## src/pkg/pfs_pkg.sv

```systemverilog
/*
 * constants, field layout and frame carrier for the profile and flag status block.
 * assumes a 32-bit serial frame already assembled by a shifter on the same clock.
 */
package pfs_pkg;
   localparam int FRAME_W = 32;
   localparam int NUM_CHANNELS = 8;
   localparam int CHANNEL_W = 3;
   localparam logic [3:0] MSG_PROFILE_FEEDBACK = 4'hb;
   localparam logic [3:0] MSG_GENERIC_FLAGS = 4'hf;
   localparam int BIT_DETECT_INTRPT = 2;
   localparam int BIT_TIMEOUT = 1;
   localparam int BIT_PASS = 0;
   localparam int BIT_OVERVOLTAGE = 3;
   localparam int BIT_PHASE_SYNC = 2;
   localparam int BIT_ENABLE_LATCH = 1;
   localparam int BIT_RESET_PIN_LATCH = 0;
   localparam logic [2:0] PROFILE_FLAGS_RESET = 3'h0;
   localparam logic OVERVOLTAGE_RESET = 1'b0;
   localparam logic PHASE_SYNC_RESET = 1'b0;
   localparam logic ENABLE_LATCH_RESET = 1'b1;
   localparam logic RESET_PIN_LATCH_RESET = 1'b1;
   localparam logic PIN_SYNC_RESET = 1'b1;

   typedef struct packed {
      logic rw;
      logic [3:0] message_identifier;
      logic [CHANNEL_W-1:0] channel_number;
      logic [23:0] data;
   } pfs_frame_type;
endpackage

```

## src/design/pfs_status.sv

```systemverilog
/*
 * status flags behind the profile feedback and generic flag read messages.
 * assumes: frames arrive as one-cycle strobes from a same-clock shifter; detection
 * events are one-cycle pulses from same-clock logic; enable and reset pins are async.
 */
`timescale 1ns/1ps
`default_nettype none
module pfs_status #(
   parameter int NUM_CHANNELS = pfs_pkg::NUM_CHANNELS
) (
   input wire logic clk_in, // 250 MHz system clock
   input wire logic nrst_in, // async reset, active low
   input wire logic req_valid_in, // one-cycle frame strobe
   input wire logic [pfs_pkg::FRAME_W-1:0] req_frame_in, // received frame
   output logic resp_valid_out, // one-cycle answer strobe
   output logic [pfs_pkg::FRAME_W-1:0] resp_frame_out, // answer frame
   input wire logic [NUM_CHANNELS-1:0] gate_off_abort_in, // gate off during detection, pulse
   input wire logic [NUM_CHANNELS-1:0] timeout_expired_in, // timer expired during detection, pulse
   input wire logic [NUM_CHANNELS-1:0] detect_done_in, // detection sequence completed, pulse
   input wire logic overvoltage_evt_in, // overvoltage seen, pulse
   input wire logic phase_sync_evt_in, // phase sync event, pulse
   input wire logic enable_pin_in, // enable pin, async level
   input wire logic reset_pin_in // reset pin, async level, active low
);
   function automatic logic is_feedback(input logic [pfs_pkg::FRAME_W-1:0] f);
      pfs_pkg::pfs_frame_type fr;
      fr = f;
      return fr.message_identifier == pfs_pkg::MSG_PROFILE_FEEDBACK;
   endfunction

   function automatic logic is_generic(input logic [pfs_pkg::FRAME_W-1:0] f);
      pfs_pkg::pfs_frame_type fr;
      fr = f;
      return fr.message_identifier == pfs_pkg::MSG_GENERIC_FLAGS;
   endfunction

   pfs_pkg::pfs_frame_type req;
   assign req = req_frame_in;
   logic fb_read;
   logic gf_read;
   assign fb_read = req_valid_in && is_feedback(req_frame_in);
   assign gf_read = req_valid_in && is_generic(req_frame_in);

   // pin synchronisers; first stage read only by second
   logic en_s1_reg;
   logic en_s2_reg;
   logic rp_s1_reg;
   logic rp_s2_reg;
   logic rp_prev_reg;
   always_ff @(posedge clk_in or negedge nrst_in) begin
      if (!nrst_in) begin
         en_s1_reg <= pfs_pkg::PIN_SYNC_RESET;
         en_s2_reg <= pfs_pkg::PIN_SYNC_RESET;
         rp_s1_reg <= pfs_pkg::PIN_SYNC_RESET;
         rp_s2_reg <= pfs_pkg::PIN_SYNC_RESET;
         rp_prev_reg <= pfs_pkg::PIN_SYNC_RESET;
      end else begin
         en_s1_reg <= enable_pin_in;
         en_s2_reg <= en_s1_reg;
         rp_s1_reg <= reset_pin_in;
         rp_s2_reg <= rp_s1_reg;
         rp_prev_reg <= rp_s2_reg;
      end
   end
   logic rp_fall;
   assign rp_fall = rp_prev_reg && !rp_s2_reg;

   // per-channel detection flags, bit 2 interrupted, 1 timeout, 0 pass
   logic [2:0] prof_reg [NUM_CHANNELS];
   logic [2:0] prof_next [NUM_CHANNELS];
   genvar g;
   generate
      for (g = 0; g < NUM_CHANNELS; g++) begin : g_channel
         logic clr;
         logic pass_evt;
         assign clr = fb_read && (32'(req.channel_number) == g);
         // a completion racing an abort or expiry is not a pass
         assign pass_evt = detect_done_in[g] && !timeout_expired_in[g] && !gate_off_abort_in[g];
         always_comb begin
            prof_next[g] = clr ? 3'h0 : prof_reg[g];
            // set wins over the read clear, each bit on its own
            if (gate_off_abort_in[g]) begin
               prof_next[g][pfs_pkg::BIT_DETECT_INTRPT] = 1'b1;
            end
            if (timeout_expired_in[g]) begin
               prof_next[g][pfs_pkg::BIT_TIMEOUT] = 1'b1;
            end
            if (pass_evt) begin
               prof_next[g][pfs_pkg::BIT_PASS] = 1'b1;
            end
         end
         always_ff @(posedge clk_in or negedge nrst_in) begin
            if (!nrst_in) begin
               prof_reg[g] <= pfs_pkg::PROFILE_FLAGS_RESET;
            end else begin
               prof_reg[g] <= prof_next[g];
            end
         end
      end
   endgenerate

   // generic flags
   logic overvoltage_flag_reg;
   logic overvoltage_flag_next;
   logic phase_sync_event_flag_reg;
   logic phase_sync_event_flag_next;
   logic enl_reg;
   logic enl_next;
   logic rpl_reg;
   logic rpl_next;
   always_comb begin
      overvoltage_flag_next = overvoltage_evt_in || (overvoltage_flag_reg && !gf_read);
      phase_sync_event_flag_next = phase_sync_evt_in || (phase_sync_event_flag_reg && !gf_read);
      if (!en_s2_reg) begin
         enl_next = 1'b1;
      end else if (gf_read) begin
         enl_next = 1'b0;
      end else begin
         enl_next = enl_reg;
      end
      rpl_next = rp_fall || (rpl_reg && !gf_read);
   end
   always_ff @(posedge clk_in or negedge nrst_in) begin
      if (!nrst_in) begin
         overvoltage_flag_reg <= pfs_pkg::OVERVOLTAGE_RESET;
         phase_sync_event_flag_reg <= pfs_pkg::PHASE_SYNC_RESET;
         enl_reg <= pfs_pkg::ENABLE_LATCH_RESET;
         rpl_reg <= pfs_pkg::RESET_PIN_LATCH_RESET;
      end else begin
         overvoltage_flag_reg <= overvoltage_flag_next;
         phase_sync_event_flag_reg <= phase_sync_event_flag_next;
         enl_reg <= enl_next;
         rpl_reg <= rpl_next;
      end
   end

   // answer shows flags as they stood before the read cleared them
   logic resp_valid_next;
   pfs_pkg::pfs_frame_type resp_next;
   pfs_pkg::pfs_frame_type resp_reg;
   always_comb begin
      resp_valid_next = fb_read || gf_read;
      resp_next = '0;
      if (fb_read) begin
         resp_next.message_identifier = pfs_pkg::MSG_PROFILE_FEEDBACK;
         resp_next.channel_number = req.channel_number;
         resp_next.data[2:0] = prof_reg[req.channel_number];
      end else if (gf_read) begin
         resp_next.message_identifier = pfs_pkg::MSG_GENERIC_FLAGS;
         resp_next.data[pfs_pkg::BIT_OVERVOLTAGE] = overvoltage_flag_reg;
         resp_next.data[pfs_pkg::BIT_PHASE_SYNC] = phase_sync_event_flag_reg;
         resp_next.data[pfs_pkg::BIT_ENABLE_LATCH] = enl_reg;
         resp_next.data[pfs_pkg::BIT_RESET_PIN_LATCH] = rpl_reg;
      end
   end
   always_ff @(posedge clk_in or negedge nrst_in) begin
      if (!nrst_in) begin
         resp_valid_out <= 1'b0;
         resp_reg <= '0;
      end else begin
         resp_valid_out <= resp_valid_next;
         resp_reg <= resp_next;
      end
   end
   assign resp_frame_out = resp_reg;

   property p_fb_answer;
      @(posedge clk_in) disable iff (!nrst_in)
      fb_read |=> resp_valid_out && resp_frame_out[30:27] == 4'hb && resp_frame_out[26:24] == $past(req_frame_in[26:24]);
   endproperty
   a_fb_answer: assert property (p_fb_answer) else $error("feedback answer wrong");

   property p_zero_fill;
      @(posedge clk_in) disable iff (!nrst_in)
      resp_valid_out |-> !resp_frame_out[31] && resp_frame_out[23:4] == 20'h0_0000;
   endproperty
   a_zero_fill: assert property (p_zero_fill) else $error("unused answer bits not zero");

   property p_intrpt_set;
      @(posedge clk_in) disable iff (!nrst_in)
      gate_off_abort_in[0] |=> prof_reg[0][2];
   endproperty
   a_intrpt_set: assert property (p_intrpt_set) else $error("interrupted flag not set");

   property p_fb_clear;
      @(posedge clk_in) disable iff (!nrst_in)
      fb_read && req_frame_in[26:24] == 3'h0 && gate_off_abort_in[0] == 1'b0 && timeout_expired_in[0] == 1'b0 &&
         detect_done_in[0] == 1'b0 |=> prof_reg[0] == 3'h0;
   endproperty
   a_fb_clear: assert property (p_fb_clear) else $error("feedback read did not clear");

   property p_pass_only;
      @(posedge clk_in) disable iff (!nrst_in)
      $rose(prof_reg[0][0]) |-> $past(detect_done_in[0] && !timeout_expired_in[0] && !gate_off_abort_in[0]);
   endproperty
   a_pass_only: assert property (p_pass_only) else $error("pass without clean completion");

   property p_hold;
      @(posedge clk_in) disable iff (!nrst_in)
      prof_reg[1][1] && !(fb_read && req_frame_in[26:24] == 3'h1) |=> prof_reg[1][1];
   endproperty
   a_hold: assert property (p_hold) else $error("timeout flag lost between reads");

   property p_overvolt_event_wins;
      @(posedge clk_in) disable iff (!nrst_in)
      gf_read && overvoltage_evt_in |=> overvoltage_flag_reg ##1
         (!resp_valid_out || resp_frame_out[3] || !$past(gf_read));
   endproperty
   a_overvolt_event_wins: assert property (p_overvolt_event_wins) else $error("overvoltage lost on read");

   property p_enable_low;
      @(posedge clk_in) disable iff (!nrst_in)
      !en_s2_reg |=> enl_reg;
   endproperty
   a_enable_low: assert property (p_enable_low) else $error("enable latch not forced");

   property p_reset_edge;
      @(posedge clk_in) disable iff (!nrst_in)
      rp_s2_reg ##1 !rp_s2_reg |=> rpl_reg;
   endproperty
   a_reset_edge: assert property (p_reset_edge) else $error("reset pin edge not latched");

   property p_gf_answer;
      @(posedge clk_in) disable iff (!nrst_in)
      gf_read |=> resp_valid_out && resp_frame_out[30:24] == 7'h78 && resp_frame_out[3:0] ==
         {$past(overvoltage_flag_reg), $past(phase_sync_event_flag_reg), $past(enl_reg), $past(rpl_reg)};
   endproperty
   a_gf_answer: assert property (p_gf_answer) else $error("generic answer wrong");

   property p_timeout_set;
      @(posedge clk_in) disable iff (!nrst_in)
      timeout_expired_in[1] |=> prof_reg[1][pfs_pkg::BIT_TIMEOUT];
   endproperty
   a_timeout_set: assert property (p_timeout_set) else $error("timeout flag not set");

   property p_pass_set;
      @(posedge clk_in) disable iff (!nrst_in)
      detect_done_in[3] && !timeout_expired_in[3] && !gate_off_abort_in[3] |=> prof_reg[3][pfs_pkg::BIT_PASS];
   endproperty
   a_pass_set: assert property (p_pass_set) else $error("clean completion not passed");

   property p_pass_clear;
      @(posedge clk_in) disable iff (!nrst_in)
      fb_read && req_frame_in[26:24] == 3'h3 && !detect_done_in[3] |=> !prof_reg[3][pfs_pkg::BIT_PASS];
   endproperty
   a_pass_clear: assert property (p_pass_clear) else $error("pass flag kept after read");

   property p_intrpt_kept;
      @(posedge clk_in) disable iff (!nrst_in)
      prof_reg[5][2] && !(fb_read && req_frame_in[26:24] == 3'h5) |=> prof_reg[5][2];
   endproperty
   a_intrpt_kept: assert property (p_intrpt_kept) else $error("interrupted flag lost between reads");

   property p_overvolt_set;
      @(posedge clk_in) disable iff (!nrst_in)
      overvoltage_evt_in |=> overvoltage_flag_reg;
   endproperty
   a_overvolt_set: assert property (p_overvolt_set) else $error("overvoltage not latched");

   property p_phase_sync_set;
      @(posedge clk_in) disable iff (!nrst_in)
      phase_sync_evt_in |=> phase_sync_event_flag_reg;
   endproperty
   a_phase_sync_set: assert property (p_phase_sync_set) else $error("phase sync not latched");

   property p_event_clear;
      @(posedge clk_in) disable iff (!nrst_in)
      gf_read && !overvoltage_evt_in && !phase_sync_evt_in |=>
         !overvoltage_flag_reg && !phase_sync_event_flag_reg;
   endproperty
   a_event_clear: assert property (p_event_clear) else $error("event flags kept after read");

   property p_enable_clear;
      @(posedge clk_in) disable iff (!nrst_in)
      gf_read && en_s2_reg |=> !enl_reg;
   endproperty
   a_enable_clear: assert property (p_enable_clear) else $error("enable latch kept after read");

   property p_reset_latch_clear;
      @(posedge clk_in) disable iff (!nrst_in)
      gf_read && !rp_fall |=> !rpl_reg;
   endproperty
   a_reset_latch_clear: assert property (p_reset_latch_clear) else $error("reset pin latch kept");

   property p_fb_zero_fill;
      @(posedge clk_in) disable iff (!nrst_in)
      resp_valid_out && resp_frame_out[30:27] == 4'hb |-> resp_frame_out[23:3] == '0;
   endproperty
   a_fb_zero_fill: assert property (p_fb_zero_fill) else $error("feedback unused bits not zero");

   property p_gf_zero_fill;
      @(posedge clk_in) disable iff (!nrst_in)
      resp_valid_out && resp_frame_out[30:27] == 4'hf |-> resp_frame_out[26:4] == '0;
   endproperty
   a_gf_zero_fill: assert property (p_gf_zero_fill) else $error("generic unused bits not zero");

   property p_no_stray_answer;
      @(posedge clk_in) disable iff (!nrst_in)
      !(fb_read || gf_read) |=> !resp_valid_out;
   endproperty
   a_no_stray_answer: assert property (p_no_stray_answer) else $error("answer without a known request");
endmodule
`default_nettype wire

```

## config.mk

```make
export PLATFORM = sky130hd
export DESIGN_NAME = pfs_status
export DESIGN_NICKNAME = d
export VERILOG_FILES = /design/src/pkg/pfs_pkg.sv /design/src/design/pfs_status.sv
export SDC_FILE = /design/constraint.sdc
export NUM_CORES = 1
export LEC_CHECK = 0
export BUFFER_PORTS_ARGS = -buffer_cell sky130_fd_sc_hd__buf_2
export CAP_MARGIN = 20
export CELL_PAD_IN_SITES_DETAIL_PLACEMENT = 2
export CELL_PAD_IN_SITES_GLOBAL_PLACEMENT = 2
export CORE_MARGIN = 5
export CORE_UTILIZATION = 29
export DETAILED_ROUTE_END_ITERATION = 16
export GPL_ROUTABILITY_DRIVEN = 0
export PLACE_DENSITY = 0.87
export REMOVE_ABC_BUFFERS = 1
export SLEW_MARGIN = 20
export SYNTH_ARGS = -nofsm -noshare
export SYNTH_HDL_FRONTEND = slang
export SYNTH_SLANG_ARGS = --single-unit
```

## constraint.sdc

```tcl
create_clock -name clk_in -period 1.77 [get_ports clk_in]
set_input_delay 0.354 -clock clk_in [delete_from_list [all_inputs] [get_ports clk_in]]
set_output_delay 0.354 -clock clk_in [all_outputs]
set_load 0.02 [all_outputs]
```

### Word-level counts from Yosys, hierarchy flattened

Index checks and enable logic that the tools add are counted.

* add/sub/neg operators: 0
* multipliers: 0
* divide/modulo/power cells: 0
* order comparisons: 1
* eq/ne operators: 10
* shifts and indexed selects: 0
* muxes and demuxes: 43
* bitwise logic cells: 1
* reductions and logical operators: 77

Operators with widths (count)
* nonzero test 2 bit: 24
* 2-to-1 mux 3 bit: 12
* logical AND 1 bit: 30
* 2-to-1 mux 1 bit: 27
* zero test 1 bit: 18
* == test 3 bit, second input constant: 4
* 2-to-1 mux 4 bit: 3
* binary-select mux 3 bit (select 3 bit): 1
* == test 4 bit, second input constant: 2
* == test 3 x 2 -> 1 bit, second input constant: 2
* greater-or-equal comparator 4 bit, second input constant: 1
* logical OR 1 bit: 4
* inverter 3 -> 4 bit: 1
* == test 3 x 1 -> 1 bit, second input constant: 1
* zero test 3 bit: 1
* inequality test 2 bit, second input constant: 1

* register bits: 45
* latch bits: 0
* RAM bits: 0
* memory bits (read-only): 0
* input port bits: 63
* output and inout bits: 33
* word-level logic and storage cells: 169
* memories: 0

### Logic depth before layout (Yosys ltp)

* depth after elaboration: 5
* gate-level depth with buffers: 5

### Least setup slack after synthesis

Ideal clock, no wire load.

* kind: input -> register
* start: in req_frame_in[24] in the netlist's numbering
* end: reg resp_reg, in the netlist resp_frame_out[1]
* arrival time: 1297 ps
* required time: 1693 ps
* slack: 395 ps
* stages: 5
* buffers on the path: 2
* path through: buf_6 > buf_6 > mux2i_1 > mux4_2 > a21oi_1

RTL lines
* start, declared: RTL line pfs_status.sv:14 `input wire logic [pfs_pkg::FRAME_W-1:0] req_frame_in,`
* end signal, assigned: RTL line pfs_status.sv:162 `resp_reg <= resp_next;`
* end, declared: RTL line pfs_status.sv:140 `pfs_pkg::pfs_frame_type resp_reg;`

==> flow_summary.json <==
{
  "fin_skew_ns": 0.00657,
  "cap_violations": 0,
  "postLayoutSetupSlackWorst_ns": 0.397,
  "grt_antenna_before_repair": 0,
  "htreeDepth": 2,
  "synth_xor_area_share_pct": 0,
  "grt_setup_unrepaired": "false",
  "critPathCaptureType": "register",
  "critical_path.startpoint": "req_frame_in[24]",
  "area_growth_pct": 19.9,
  "slowest_delay_ns": 0.51,
  "worstPathArrival_ns": 1.59,
  "ys_ff_latch": 42,
  "cts_tree": "done",
  "row_count": 29,
  "clockRootBuffer": "clkbuf_8",
  "critPathMaxFanout": 17,
  "tightest_slew_ns": 0.506,
  "synth_compound_area_share_pct": 13.5,
  "cts_hold_buf": 0,
  "die-area_um2": 8180,
  "yosys.area_share.simple_pct": 7.47,
  "largest_register_ff_count": 24,
  "critPathSlowestCell": "mux4_2",
  "setup_viol": 0,
  "drc": 0,
  "powerDensity_nw_per_um2": 942,
  "post-place-ws_ns": 0.0942,
  "fmax_mhz": 728,
  "hold_viol": 0,
  "reg2reg_from": "prof_reg[5]",
  "fill_cells": 687,
  "grt-ovfl-total": 0,
  "start_util_pct": 29.7,
  "drt-total-wl_mm": 4.71,
  "fin_crit_ns": 1.37,
  "final_nets": 265,
  "die_w_um": 90.4,
  "p_leak_nw": 1.05,
  "grt_pass1_wl_mm": 7.78,
  "clock_path_buffers": 2,
  "clock_latency_ns": 0.30,
  "synth_top_family_by_area": "compound AO/OA/AOI/OAI gates",
  "via_per_inst": 4.70,
  "syn_area_um2": 1880,
  "grtUsageTotal_pct": 12.0,
  "worstPathRequired_ns": 1.99,
  "port_buffers": 49,
  "synth_area_per_cell_um2": 12.4,
  "layout-drive-gt1-share_pct": 35.0,
  "core_area_um2": 6310,
  "routedWlPerCell_um": 16.8,
  "cts_buffers": 5,
  "yosysWarnings": 0,
  "fin_crit_sh_pct": 77.6,
  "start_kind": "primary input",
  "synth_cells": 151,
  "cts_setup_buffers": 0,
  "ctsResizeCount": 0,
  "crit_chain": "buf_2 > mux2i_1 > mux4_2 > a21oi_1",
  "clkSinkCount": 42,
  "path_class": "primary input to register",
  "n_antenna_cell": 0,
  "drv_slew": 0,
  "status": "finished, final reports clean",
  "irDropWorstVdd_v": 0.000409,
  "final_antenna_net_count": 0,
  "synthAdderAreaFrac_pct": 0,
  "grt_max_degree": 24,
  "ys_types": 22,
  "maxSlewHeadroom_pct": 66.3,
  "synth_seq_area_share_pct": 56.5,
  "ios": 96,
  "hold_path.class": "primary input to async pin",
  "cts.clk_slew.worst_paths_ns": 0.08,
  "dr_total_vias": 1316,
  "firstDrtPassIters": 4,
  "drt_iter0_markers": 41,
  "place_hpwl_mm": 3.61,
  "grt_pass1_vias": 1523,
  "tns_ns": 0,
  "die-height_um": 90.4,
  "muxShareOfSynthArea_pct": 10.0
}
[where the power goes]
group          switching [W]  internal, W
logic               0.000126    0.0000634
clock network       0.000334     0.000602
registers         0.00000945     0.000985
[layer usage]
layer	vias up	track usage (%)	wire, um
li1	590	-	-
met1	673	14.2	1950
met2	49	20.2	2430
met3	4	4.33	267
met4	0	3.35	52
met5	-	0	0
[critical path: cells and delay by family]
| family | cells | cell delay, ns |
|---|---|---|
| compound gates | 1 | 0.17 |
| buf+inv | 1 | 0.38 |
| mux | 2 | 0.68 |
[worst paths after layout]
path | end | slack [ns] | depth (start not counted)
max in group asynchronous | prof_reg[2] | 1.09 | 2
min in group clk_in | en_s1_reg | 0.16 | 1
hold / removal | resp_frame_out[0] | 0.03 | 1
setup / recovery | resp_frame_out[2] | 0.40 | 4
hold reg to reg | rp_s2_reg | 0.36 | 0
setup reg to reg | resp_frame_out[2] | 0.55 | 3
[cell families (layout without fill, tap and decap cells)]
logic type      Yosys count  in the layout
flops                    42             42
compound gates           34             34
buf+inv                  33             65
simple gates             26             26
mux                      15             15
other cells               1             21
[cell usage in the layout, fill, tap and decap left out]
master,synthesis,layout
o21ai_0,3,3
and2_1,1,1
clkbuf_8,0,6
nor2b_1,2,2
a22o_1,9,9
nand4_1,8,8
buf_2,2,49
and4_1,1,1
conb_1,1,21
dfrtp_1,35,35
a21bo_1,1,1
nor2_1,9,9
mux2i_1,12,12
dfstp_2,7,7
a21oi_1,3,3
nand2_1,1,1
inv_1,4,4
a21o_1,18,18
mux4_2,3,3
buf_4,24,4
and3_1,4,4
bufinv_16,0,2
[final cells by class]
class	count	area, um2	share of cell area (%)
inverters	4	15.0	0.667
well taps	77	96.3	4.28
clock buffers	6	82.6	3.67
multi-input cells	96	661	29.4
clock inverters	2	60.1	2.67
repair buffers	53	275	12.2
flip-flops and latches	42	1060	47.1
[metrics by stage]
step | area, um2 | hold WS [ns] | cells | utilization (%) | power [W]
floorplan | 1740 | 0.0584 | 142 | - | 0.00110
global placement | 2110 | 0.346 | 272 | 33.4 | 0.00119
detailed placement | 2110 | 0.351 | 272 | 33.4 | 0.00120
CTS | 2250 | 0.0341 | 280 | 35.6 | 0.00215
global route | 2250 | 0.0467 | 280 | 35.6 | 0.00221
finish | 2250 | 0.0263 | 280 | 35.6 | 0.00212
[cell usage after synthesis, drive strengths merged]
| cell | n | area (um2) |
|---|---|---|
| buf | 28 | 213 |
| and4 | 1 | 8.76 |
| conb | 1 | 3.75 |
| nor2b | 2 | 12.5 |
| nand4 | 8 | 50.1 |
| dfstp | 7 | 184 |
| a21oi | 3 | 15.0 |
| and3 | 4 | 25.0 |
| inv | 4 | 15.0 |
| dfrtp | 35 | 876 |
| mux4 | 3 | 67.6 |
| nor2 | 9 | 33.8 |
| clkbuf | 1 | 3.75 |
| mux2i | 12 | 120 |
| and2 | 1 | 6.26 |
| o21ai | 3 | 15.0 |
| a22o | 9 | 78.8 |
| a21o | 18 | 135 |
| a21bo | 1 | 10.0 |
| nand2 | 1 | 3.75 |
Power figures use the tool's default switching activity.
